<file path="config.mk">
export PLATFORM = sky130hd
export DESIGN_NAME = cic_core
export DESIGN_NICKNAME = d
export VERILOG_FILES = /design/src/logic/cic_pkg.sv /design/src/logic/cic_core.sv /design/src/logic/cic_shadow_mem.sv
export SDC_FILE = /design/constraint.sdc
export NUM_CORES = 1
export LEC_CHECK = 0
export ABC_AREA = 0
export BUFFER_PORTS_ARGS = -buffer_cell sky130_fd_sc_hd__buf_4
export CAP_MARGIN = 10
export CORE_ASPECT_RATIO = 1.4
export CORE_MARGIN = 2
export CORE_UTILIZATION = 45
export DETAILED_ROUTE_END_ITERATION = 6
export PLACE_DENSITY = 0.77
export SLEW_MARGIN = 0
export SYNTH_ARGS = -nofsm -noshare
export SYNTH_HDL_FRONTEND = slang
export SYNTH_SLANG_ARGS = --single-unit
export TNS_END_PERCENT = 30
</file>
<file path="constraint.sdc">
create_clock -name clock -period 7.5 [get_ports clock]
set_clock_uncertainty 0.05 [all_clocks]
set_input_delay 0.375 -clock clock [delete_from_list [all_inputs] [get_ports clock]]
set_output_delay 0.375 -clock clock [all_outputs]
set_load 0.02 [all_outputs]
</file>
<file path="src/logic/cic_pkg.sv">
// Package for the core interrupt controller: widths, vector, reset values,
// context layout and sequencer states.
// Assumes one instruction-clock domain shared with the CPU sequencer.
package cic_pkg;

    localparam int CIC_PERIPH_N = 24;
    localparam logic [14:0] CIC_VECTOR_ADDR = 15'h0004;
    localparam logic [14:0] CIC_PC_RST = 15'h0000;
    localparam logic [7:0] CIC_BYTE_RST = 8'h00;
    localparam logic [4:0] CIC_STATUS_RST = 5'h00;
    localparam logic [5:0] CIC_BANK_RST = 6'h00;
    localparam logic [15:0] CIC_PTR_RST = 16'h0000;
    // Status bit positions of watchdog expiry and sleep entry
    localparam int CIC_STAT_WDT_BIT = 4;
    localparam int CIC_STAT_SLP_BIT = 3;
    // Shadow bank number and shadow slot indices
    localparam logic [5:0] CIC_SHADOW_BANK = 6'h1f;
    localparam logic [2:0] CIC_SLOT_STATUS = 3'h0;
    localparam logic [2:0] CIC_SLOT_WREG = 3'h1;
    localparam logic [2:0] CIC_SLOT_BANK = 3'h2;
    localparam logic [2:0] CIC_SLOT_PCHI = 3'h3;
    localparam logic [2:0] CIC_SLOT_P0L = 3'h4;
    localparam logic [2:0] CIC_SLOT_P0H = 3'h5;
    localparam logic [2:0] CIC_SLOT_P1L = 3'h6;
    localparam logic [2:0] CIC_SLOT_P1H = 3'h7;
    localparam int CIC_SLOTS = 8;
    // Phase counter: four phases per instruction cycle
    localparam logic [1:0] CIC_PHASE_Q1 = 2'h0;
    localparam logic [1:0] CIC_PHASE_Q4 = 2'h3;
    localparam logic [1:0] CIC_PHASE_RST = 2'h0;
    // Vector load delay in instruction cycles after entry push
    localparam int CIC_ENTRY_CYCLES = 2;
    localparam logic [1:0] CIC_ENTRY_CNT = 2'(CIC_ENTRY_CYCLES);

    typedef struct packed {
        logic [7:0] wreg;
        logic [4:0] status;
        logic [5:0] bankSel;
        logic [6:0] pcHighLatch;
        logic [15:0] indirectPtr0;
        logic [15:0] indirectPtr1;
    } cic_ctx_t;

    typedef struct packed {
        logic we;
        logic [2:0] slot;
        logic [7:0] wdata;
    } cic_shadow_acc_t;

    typedef enum logic [1:0] {
        CIC_RUN,
        CIC_FLUSH,
        CIC_VECTOR
    } cic_state_t;

endpackage

</file>
<file path="src/logic/cic_core.sv">
// Core interrupt controller: flags, enables, entry/return sequencing,
// external pin edge detect, wake request and shadow context.
// Assumes the sequencer asserts instrCycleEnd once per instruction cycle at
// Q4 and supplies the live context; bit pulses come from the same clock.
//
// Operation
// - Any reset clears all enables so no interrupt can be taken.
// - Source needs global and own enable; peripherals also need group enable.
// - Flags set on events regardless of any enable bit.
// - Taking interrupt flushes prefetched instruction and clears global enable.
// - Entry pushes PC to stack and loads vector 0004h.
// - With global enable clear, flags only; pending flags vector when set.
// - Return pops address, restores shadowed context, sets global enable.
// - Latency 3-4 cycles synchronous, 3-5 asynchronous.
// - Latency independent of one- or two-cycle current instruction.
// - Pin flag set during Q4-Q1 (here set on any phase), sampled once per cycle at Q1.
// - Wake vectors if global enable set, else resumes after sleep.
// - Instruction after sleep always executes before vectoring.
// - External pin is async edge source gated by its own enable.
// - Polarity bit set selects rising edge, clear selects falling.
// - Valid edge sets pin flag; with enables redirects to vector.
// - Entry copies W, bank, pointers, PC high latch, status less TO/PD.
// - Exit reloads shadowed registers, discarding changes in the routine.
// - Shadows readable and writable in bank 31; written values restored.
// - Combined change flag read-only, clears when all change flags clear.
`timescale 1ns/10ps
module cic_core
    import cic_pkg::*;
(
    // Clock and reset
    input wire logic clock,
    input wire logic sys_rst,
    // Sequencer timing and events
    input wire logic [1:0] phase,
    input wire logic instrCycleEnd,
    input wire logic sleeping,
    input wire logic returnFromIsr,
    input wire logic [14:0] currentPc,
    // Software writes of enable and flag bits
    input wire logic ctrlWe,
    input wire logic [7:0] ctrlWdata,
    input wire logic edgeWe,
    input wire logic edgeWdata,
    input wire logic periphEnWe,
    input wire logic [CIC_PERIPH_N-1:0] periphEnWdata,
    input wire logic periphFlagWe,
    input wire logic [CIC_PERIPH_N-1:0] periphFlagWdata,
    // Event sources
    input wire logic extPin,
    input wire logic timerOvf,
    input wire logic [CIC_PERIPH_N-1:0] periphEvent,
    input wire logic changeFlagsAny,
    // Live context and shadow access
    input wire cic_ctx_t liveCtx,
    input wire cic_shadow_acc_t shadowAcc,
    // Outputs to sequencer
    output logic flushPrefetch,
    output logic pushPc,
    output logic [14:0] pushData,
    output logic loadPc,
    output logic [14:0] loadPcData,
    output logic restoreCtx,
    output cic_ctx_t restoreData,
    output logic irqRequest,
    output logic wakeRequest,
    // Register views
    output logic [7:0] coreIrqControl,
    output logic pinEdgePolarity,
    output logic [CIC_PERIPH_N-1:0] periphEnableRegs,
    output logic [CIC_PERIPH_N-1:0] periphFlagRegs,
    output logic [7:0] shadowRdata
);

    // ------------------------------------------------------------
    // Enable and flag registers
    // ------------------------------------------------------------
    logic globalIrqEnable_q, periphIrqEnable_q, timerIrqEnable_q;
    logic pinIrqEnable_q, changeIrqEnable_q;
    logic timerIrqFlag_q, pinIrqFlag_q, changeIrqFlag_q;
    logic pinEdgePolarity_q;
    logic [CIC_PERIPH_N-1:0] periphEn_q, periphFlag_q;
    logic entering;
    cic_state_t state_q;

    // Global enable: cleared on entry, set on return, else software
    always_ff @(posedge clock or posedge sys_rst)
    begin
        if (sys_rst)
            globalIrqEnable_q <= 1'b0;
        else if (entering)
            globalIrqEnable_q <= 1'b0;
        else if (returnFromIsr)
            globalIrqEnable_q <= 1'b1;
        else if (ctrlWe)
            globalIrqEnable_q <= ctrlWdata[7];
    end

    always_ff @(posedge clock or posedge sys_rst)
    begin
        if (sys_rst)
        begin
            periphIrqEnable_q <= 1'b0;
            timerIrqEnable_q <= 1'b0;
            pinIrqEnable_q <= 1'b0;
            changeIrqEnable_q <= 1'b0;
            periphEn_q <= '0;
        end
        else
        begin
            if (ctrlWe)
            begin
                periphIrqEnable_q <= ctrlWdata[6];
                timerIrqEnable_q <= ctrlWdata[5];
                pinIrqEnable_q <= ctrlWdata[4];
                changeIrqEnable_q <= ctrlWdata[3];
            end
            if (periphEnWe)
                periphEn_q <= periphEnWdata;
        end
    end

    always_ff @(posedge clock or posedge sys_rst)
    begin
        if (sys_rst)
            pinEdgePolarity_q <= 1'b1;
        else if (edgeWe)
            pinEdgePolarity_q <= edgeWdata;
    end

    // ------------------------------------------------------------
    // External pin: synchronise, edge detect
    // ------------------------------------------------------------
    logic pinMeta_q, pinSync_q, pinPrev_q;
    logic pinEdge;

    always_ff @(posedge clock or posedge sys_rst)
    begin
        if (sys_rst)
        begin
            pinMeta_q <= 1'b0;
            pinSync_q <= 1'b0;
            pinPrev_q <= 1'b0;
        end
        else
        begin
            pinMeta_q <= extPin;
            pinSync_q <= pinMeta_q;
            pinPrev_q <= pinSync_q;
        end
    end

    // Rising when polarity set, falling when clear
    assign pinEdge = pinEdgePolarity_q ? (pinSync_q & ~pinPrev_q)
                                       : (~pinSync_q & pinPrev_q);

    // ------------------------------------------------------------
    // Flags: event set wins over software clear
    // ------------------------------------------------------------
    always_ff @(posedge clock or posedge sys_rst)
    begin
        if (sys_rst)
        begin
            timerIrqFlag_q <= 1'b0;
            pinIrqFlag_q <= 1'b0;
            periphFlag_q <= '0;
        end
        else
        begin
            if (timerOvf)
                timerIrqFlag_q <= 1'b1;
            else if (ctrlWe)
                timerIrqFlag_q <= ctrlWdata[2];
            if (pinEdge)
                pinIrqFlag_q <= 1'b1;
            else if (ctrlWe)
                pinIrqFlag_q <= ctrlWdata[1];
            if (periphFlagWe)
                periphFlag_q <= periphFlagWdata | periphEvent;
            else
                periphFlag_q <= periphFlag_q | periphEvent;
        end
    end

    // Read-only mirror of the per-pin change flags
    always_ff @(posedge clock or posedge sys_rst)
    begin
        if (sys_rst)
            changeIrqFlag_q <= 1'b0;
        else
            changeIrqFlag_q <= changeFlagsAny;
    end

    // ------------------------------------------------------------
    // Request forming
    // ------------------------------------------------------------
    logic coreAny, periphAny, srcAny, reqLive, reqSampled_q;

    assign coreAny = (timerIrqEnable_q & timerIrqFlag_q)
                   | (pinIrqEnable_q & pinIrqFlag_q)
                   | (changeIrqEnable_q & changeIrqFlag_q);
    assign periphAny = periphIrqEnable_q & |(periphEn_q & periphFlag_q);
    assign srcAny = coreAny | periphAny;
    assign reqLive = globalIrqEnable_q & srcAny;

    // Sampled once per instruction cycle at Q1
    always_ff @(posedge clock or posedge sys_rst)
    begin
        if (sys_rst)
            reqSampled_q <= 1'b0;
        else if (phase == CIC_PHASE_Q1)
            reqSampled_q <= reqLive;
    end

    always_ff @(posedge clock or posedge sys_rst)
    begin
        if (sys_rst)
        begin
            irqRequest <= 1'b0;
            wakeRequest <= 1'b0;
        end
        else
        begin
            irqRequest <= reqLive;
            wakeRequest <= srcAny;
        end
    end

    // ------------------------------------------------------------
    // Entry sequencer counted in instruction cycles
    // ------------------------------------------------------------
    logic [1:0] cycCnt_q;

    // Entry only at a cycle boundary, never mid-sleep, so a two-cycle
    // instruction and the post-sleep instruction complete first
    assign entering = (state_q == CIC_RUN) && reqSampled_q && globalIrqEnable_q
                      && instrCycleEnd && !sleeping;

    always_ff @(posedge clock or posedge sys_rst)
    begin
        if (sys_rst)
        begin
            state_q <= CIC_RUN;
            cycCnt_q <= '0;
        end
        else
        begin
            unique case (state_q)
                CIC_RUN:
                    if (entering)
                    begin
                        state_q <= CIC_FLUSH;
                        cycCnt_q <= CIC_ENTRY_CNT;
                    end
                CIC_FLUSH:
                    if (instrCycleEnd)
                    begin
                        cycCnt_q <= 2'(cycCnt_q - 2'h1);
                        if (cycCnt_q == 2'h1)
                            state_q <= CIC_VECTOR;
                    end
                CIC_VECTOR:
                    state_q <= CIC_RUN;
                default:
                    state_q <= CIC_RUN;
            endcase
        end
    end

    // Entry strobes to the sequencer
    always_ff @(posedge clock or posedge sys_rst)
    begin
        if (sys_rst)
        begin
            flushPrefetch <= 1'b0;
            pushPc <= 1'b0;
            pushData <= CIC_PC_RST;
            loadPc <= 1'b0;
            loadPcData <= CIC_PC_RST;
        end
        else
        begin
            flushPrefetch <= entering;
            pushPc <= entering;
            if (entering)
                pushData <= currentPc;
            loadPc <= (state_q == CIC_FLUSH) && instrCycleEnd
                      && (cycCnt_q == 2'h1);
            loadPcData <= CIC_VECTOR_ADDR;
        end
    end

    // ------------------------------------------------------------
    // Shadow context
    // ------------------------------------------------------------
    logic [CIC_SLOTS*8-1:0] capData, shadowAll;
    cic_ctx_t shadowCtx;
    logic [4:0] statusMasked;

    always_comb
    begin
        statusMasked = liveCtx.status;
        statusMasked[CIC_STAT_WDT_BIT] = 1'b0;
        statusMasked[CIC_STAT_SLP_BIT] = 1'b0;
    end

    assign capData = {liveCtx.indirectPtr1, liveCtx.indirectPtr0,
                      1'b0, liveCtx.pcHighLatch, 2'b00, liveCtx.bankSel,
                      liveCtx.wreg, 3'b000, statusMasked};

    assign shadowCtx.status = shadowAll[4:0];
    assign shadowCtx.wreg = shadowAll[15:8];
    assign shadowCtx.bankSel = shadowAll[21:16];
    assign shadowCtx.pcHighLatch = shadowAll[30:24];
    assign shadowCtx.indirectPtr0 = shadowAll[47:32];
    assign shadowCtx.indirectPtr1 = shadowAll[63:48];

    cic_shadow_mem u_shadow (
        .clock(clock),
        .sys_rst(sys_rst),
        .capture(entering),
        .captureData(capData),
        .swWe(shadowAcc.we & ~entering),
        .swSlot(shadowAcc.slot),
        .swWdata(shadowAcc.wdata),
        .swRdata(shadowRdata),
        .allData(shadowAll)
    );

    // Restore on return; values written in the shadow bank win
    always_ff @(posedge clock or posedge sys_rst)
    begin
        if (sys_rst)
        begin
            restoreCtx <= 1'b0;
            restoreData <= '0;
        end
        else
        begin
            restoreCtx <= returnFromIsr;
            restoreData <= shadowCtx;
        end
    end

    // ------------------------------------------------------------
    // Register views
    // ------------------------------------------------------------
    always_ff @(posedge clock or posedge sys_rst)
    begin
        if (sys_rst)
        begin
            coreIrqControl <= CIC_BYTE_RST;
            pinEdgePolarity <= 1'b1;
            periphEnableRegs <= '0;
            periphFlagRegs <= '0;
        end
        else
        begin
            coreIrqControl <= {globalIrqEnable_q, periphIrqEnable_q,
                               timerIrqEnable_q, pinIrqEnable_q,
                               changeIrqEnable_q, timerIrqFlag_q,
                               pinIrqFlag_q, changeIrqFlag_q};
            pinEdgePolarity <= pinEdgePolarity_q;
            periphEnableRegs <= periphEn_q;
            periphFlagRegs <= periphFlag_q;
        end
    end

endmodule

</file>
<file path="src/logic/cic_shadow_mem.sv">
// Shadow context store: eight byte slots, written on entry or by software.
// Assumes the owner never issues capture and a software write together.
`timescale 1ns/10ps
module cic_shadow_mem
    import cic_pkg::*;
(
    // Clock and reset
    input wire logic clock,
    input wire logic sys_rst,
    // Bulk capture
    input wire logic capture,
    input wire logic [CIC_SLOTS*8-1:0] captureData,
    // Single-slot software access
    input wire logic swWe,
    input wire logic [2:0] swSlot,
    input wire logic [7:0] swWdata,
    // Registered read data; combinational view of all slots
    output logic [7:0] swRdata,
    output logic [CIC_SLOTS*8-1:0] allData
);

    logic [7:0] mem_q [CIC_SLOTS];

    always_ff @(posedge clock or posedge sys_rst)
    begin
        if (sys_rst)
        begin
            for (int i = 0; i < CIC_SLOTS; i++)
                mem_q[i] <= CIC_BYTE_RST;
        end
        else if (capture)
        begin
            for (int i = 0; i < CIC_SLOTS; i++)
                mem_q[i] <= captureData[i*8 +: 8];
        end
        else if (swWe)
        begin
            mem_q[swSlot] <= swWdata;
        end
    end

    always_ff @(posedge clock or posedge sys_rst)
    begin
        if (sys_rst)
            swRdata <= CIC_BYTE_RST;
        else
            swRdata <= mem_q[swSlot];
    end

    always_comb
    begin
        for (int i = 0; i < CIC_SLOTS; i++)
            allData[i*8 +: 8] = mem_q[i];
    end

endmodule

</file>
==> reports/qor.yml <==
clock_network:
  cts_setup_buffers: 0
  cts-root-buf: "clkbuf_16"
  cts.reportedPaths.clkPinSlew_ns: 0.06
  clock_tree.htree_level_count: 1
  cts.sinks: 273
  tritoncts: "built"
  insertion_delay_ns: 0.52
  ctsLongestPathBuffers: 3
  cts.repair.resized: 0
  cts-buffers-inserted: 25
logic_synthesis:
  netlist-cell-type-count: 50
  asyncSetResetFlopFracSynth: 1.00
  synth_edf_count: 0
  synthesized_instance_count: 715
  synth-main-ff-cell: "dfrtp_1"
  post_synth_instance_area_mm2: 0.0102
  ys_seq_elements: 273
  synthesis.yosys.warnings: 0
  synth-seq-area-share: 0.669
  syn_area_per_cell_um2: 14.3
worst_setup_path:
  critPathLaunchType: "flip-flop"
  capturing_element_type_of_the_critical_path: "flip-flop"
  worstPathMaxFanout: 80
  cp_cell_sequence: "nand4b_1 -> nor3_4 -> buf_4 -> buf_4 -> mux2_1"
  critPathArrivalTime_ns: 3.56
  path_common_cell: "buf_4"
  cp_slowest_stage_delay_ns: 0.70
  worst-endpoint-required_ns: 7.85
  critical_path.slowest_cell: "buf_4"
  worstSetupPathType: "reg2reg"
route:
  antenna_violating_nets_post_route: 0
  drc: 0
  initialDrtViolationCount: 331
  via_count: 7098
  drt_first_pass_iters: 4
  drt-wirelength-per-cell_um: 19.0
  via_per_inst: 5.10
  aggregate_routed_wire_length_um: 26500
finish:
  layout_commonest_cell: "buf_4"
  drive_above_1_share: 0.389
  fillerInstances: 1693
  area_growth_syn_to_layout_pct: 38.2
  multi_input_area_mm2: 0.00306
  layout.area.seq_mm2: 0.00683
  nNetsFinal: 1255
  most-common-layout-cells: "324 x buf_4, 271 x dfrtp_1, 68 x mux2i_1"
  final_area_mm2: 0.0141
  postLayoutCoreUtil: 0.629
  diodes: 0
timing:
  finalMaxSlewViolations: 0
  max_slew.worst_pin.slew_ns: 1.13
  totalNegativeSetupSlack_ns: 0
  timing.final.crit_share: 0.428
  timing.final.setup_violations: 0
  maxClockFrequency_mhz: 311
  final_hold_viol_count: 0
  slew-limit-headroom: 0.246
  finalCriticalPeriod_ns: 3.21
  rsz0062_at_grt: "false"
grt:
  grt_pass1_wl_um: 41000
  antenna_found_initial: 0
  grt_pass1_vias: 7604
  grt_overflow_total: 0
  grt_util_all_layers: 0.218
  maximum_number_of_pins_on_one_net_before_global_route_repair: 202
run_status:
  outcome: "complete, no violations"
floorplan:
  die_outline_area_mm2: 0.0239
  rows: 65
  core-area_mm2: 0.0224
  die_h_um: 182
  chip_width_um: 131
  io-pin-count: 339
  initial_utilization: 0.455
power:
  power_density_mw_per_mm2: 334
  cellLeakagePower_uw: 0.00658
  vdd_drop_max_mv: 0.253
placed_design:
  hpwlAfterDp_um: 17800
  globalplace.congestion: 0.825
  placement.io_buffers: 321
  detailed_place.area_mm2: 0.0127
min_path:
  hold_class: "in2reg"
flow_run:
  maxCapViolations: 0
==> critical path: cells and delay by family (launching register included) <==
family | cells | cell delay, ns
flops | 1 | 0.41
simple gates | 2 | 0.90
mux | 1 | 0.38
buf+inv | 2 | 1.25
==> metal layers <==
layer,up-vias,GRT usage,part of all wire
li1,3194,-,-
met5,-,0,0
met3,48,0.0683,0.091
met1,3549,0.236,0.35
met2,307,0.405,0.53
met4,0,0.0743,0.027
==> cell usage after synthesis, types with 5 or more instances <==
cell / n / area share
a22oi_1: 6 / 0.0044
dfrtp_1: 271 / 0.66
nand2_1: 62 / 0.023
buf_6: 5 / 0.0055
o21ai_1: 17 / 0.0083
clkbuf_1: 19 / 0.0070
a221oi_1: 5 / 0.0043
nor2_1: 17 / 0.0062
mux2i_1: 68 / 0.067
buf_4: 24 / 0.018
buf_2: 13 / 0.0064
mux4_2: 11 / 0.024
a211o_1: 25 / 0.021
o21ai_2: 6 / 0.0051
nor2b_1: 27 / 0.017
mux2_2: 37 / 0.041
mux2_1: 14 / 0.015
o21ai_0: 36 / 0.018
==> worst paths after layout <==
path | start | to | slack (ns) | cells after the start
worst min register to register | pinMeta_q$_DFF_PP0_ | pinSync_q$_DFF_PP0_ | 0.30 | 0
min in group asynchronous | sys_rst | periphFlagRegs[2]$_DFF_PP0_ | 0.04 | 3
max in group asynchronous | sys_rst | u_shadow.allData[17]$_DFFE_PP0P_ | 5.62 | 4
worst max register to register | state_q[0]$_DFFE_PP0P_ | pushData[3]$_DFFE_PP0P_ | 4.29 | 5
worst max-delay path | state_q[0]$_DFFE_PP0P_ | pushData[3]$_DFFE_PP0P_ | 4.29 | 5
worst min-delay path | liveCtx[46] | u_shadow.allData[1]$_DFFE_PP0P_ | 0.02 | 3
==> through the flow <==
stage               instances  total power [uW]  hold slack [ns]  setup WS [ns]
global route             1392              4950          0.00269           4.11
global placement         1291              3410            0.284           4.38
CTS                      1391              4760         0.000231           4.28
detailed placement       1291              3460            0.291           4.30
finish                   1392              4720           0.0223           4.29
floorplan                 728              2840            0.281           3.47
==> area by class of cell <==
type | count | area share
inverter | 4 | 0.00133
clock buffer | 37 | 0.0489
multi-input combinational | 388 | 0.217
clock inverter | 7 | 0.00833
sequential | 273 | 0.484
timing repair buffer | 382 | 0.214
tap | 301 | 0.0267
==> state kept, by name, summed over array words and instances, names as in the netlist, 15 cells and up <==
name	cells
u_shadow.allData	64
restoreData	58
periphEn_q	24
periphEnableRegs	24
periphFlagRegs	24
periphFlag_q	24
pushData	15
==> kinds of logic (layout without fill, tap and decap cells) <==
| group | Yosys count | in the layout | share of synthesized area |
|---|---|---|---|
| flops | 273 | 273 | 0.669 |
| mux | 131 | 131 | 0.150 |
| simple gates | 128 | 128 | 0.0643 |
| compound gates | 113 | 113 | 0.0748 |
| buf+inv | 67 | 430 | 0.0404 |
| other cells | 2 | 15 | 0.000735 |
| fa+ha+maj | 1 | 1 | 0.00122 |
==> power breakdown <==
group          total (uW)  leakage (uW)  internal (uW)  switching, uW
Combinational        1290       0.00300            620            669
Sequential           2170       0.00318           1920            256
Clock                1260      0.000393            740            515
==> timing repair <==
item / CTS / global route
hold buffers: 56 / 1
endpoints found under the hold margin: 45 / 1
endpoints found under the setup margin: 0 / 0
No activity file was read; power rests on OpenSTA's default activity.
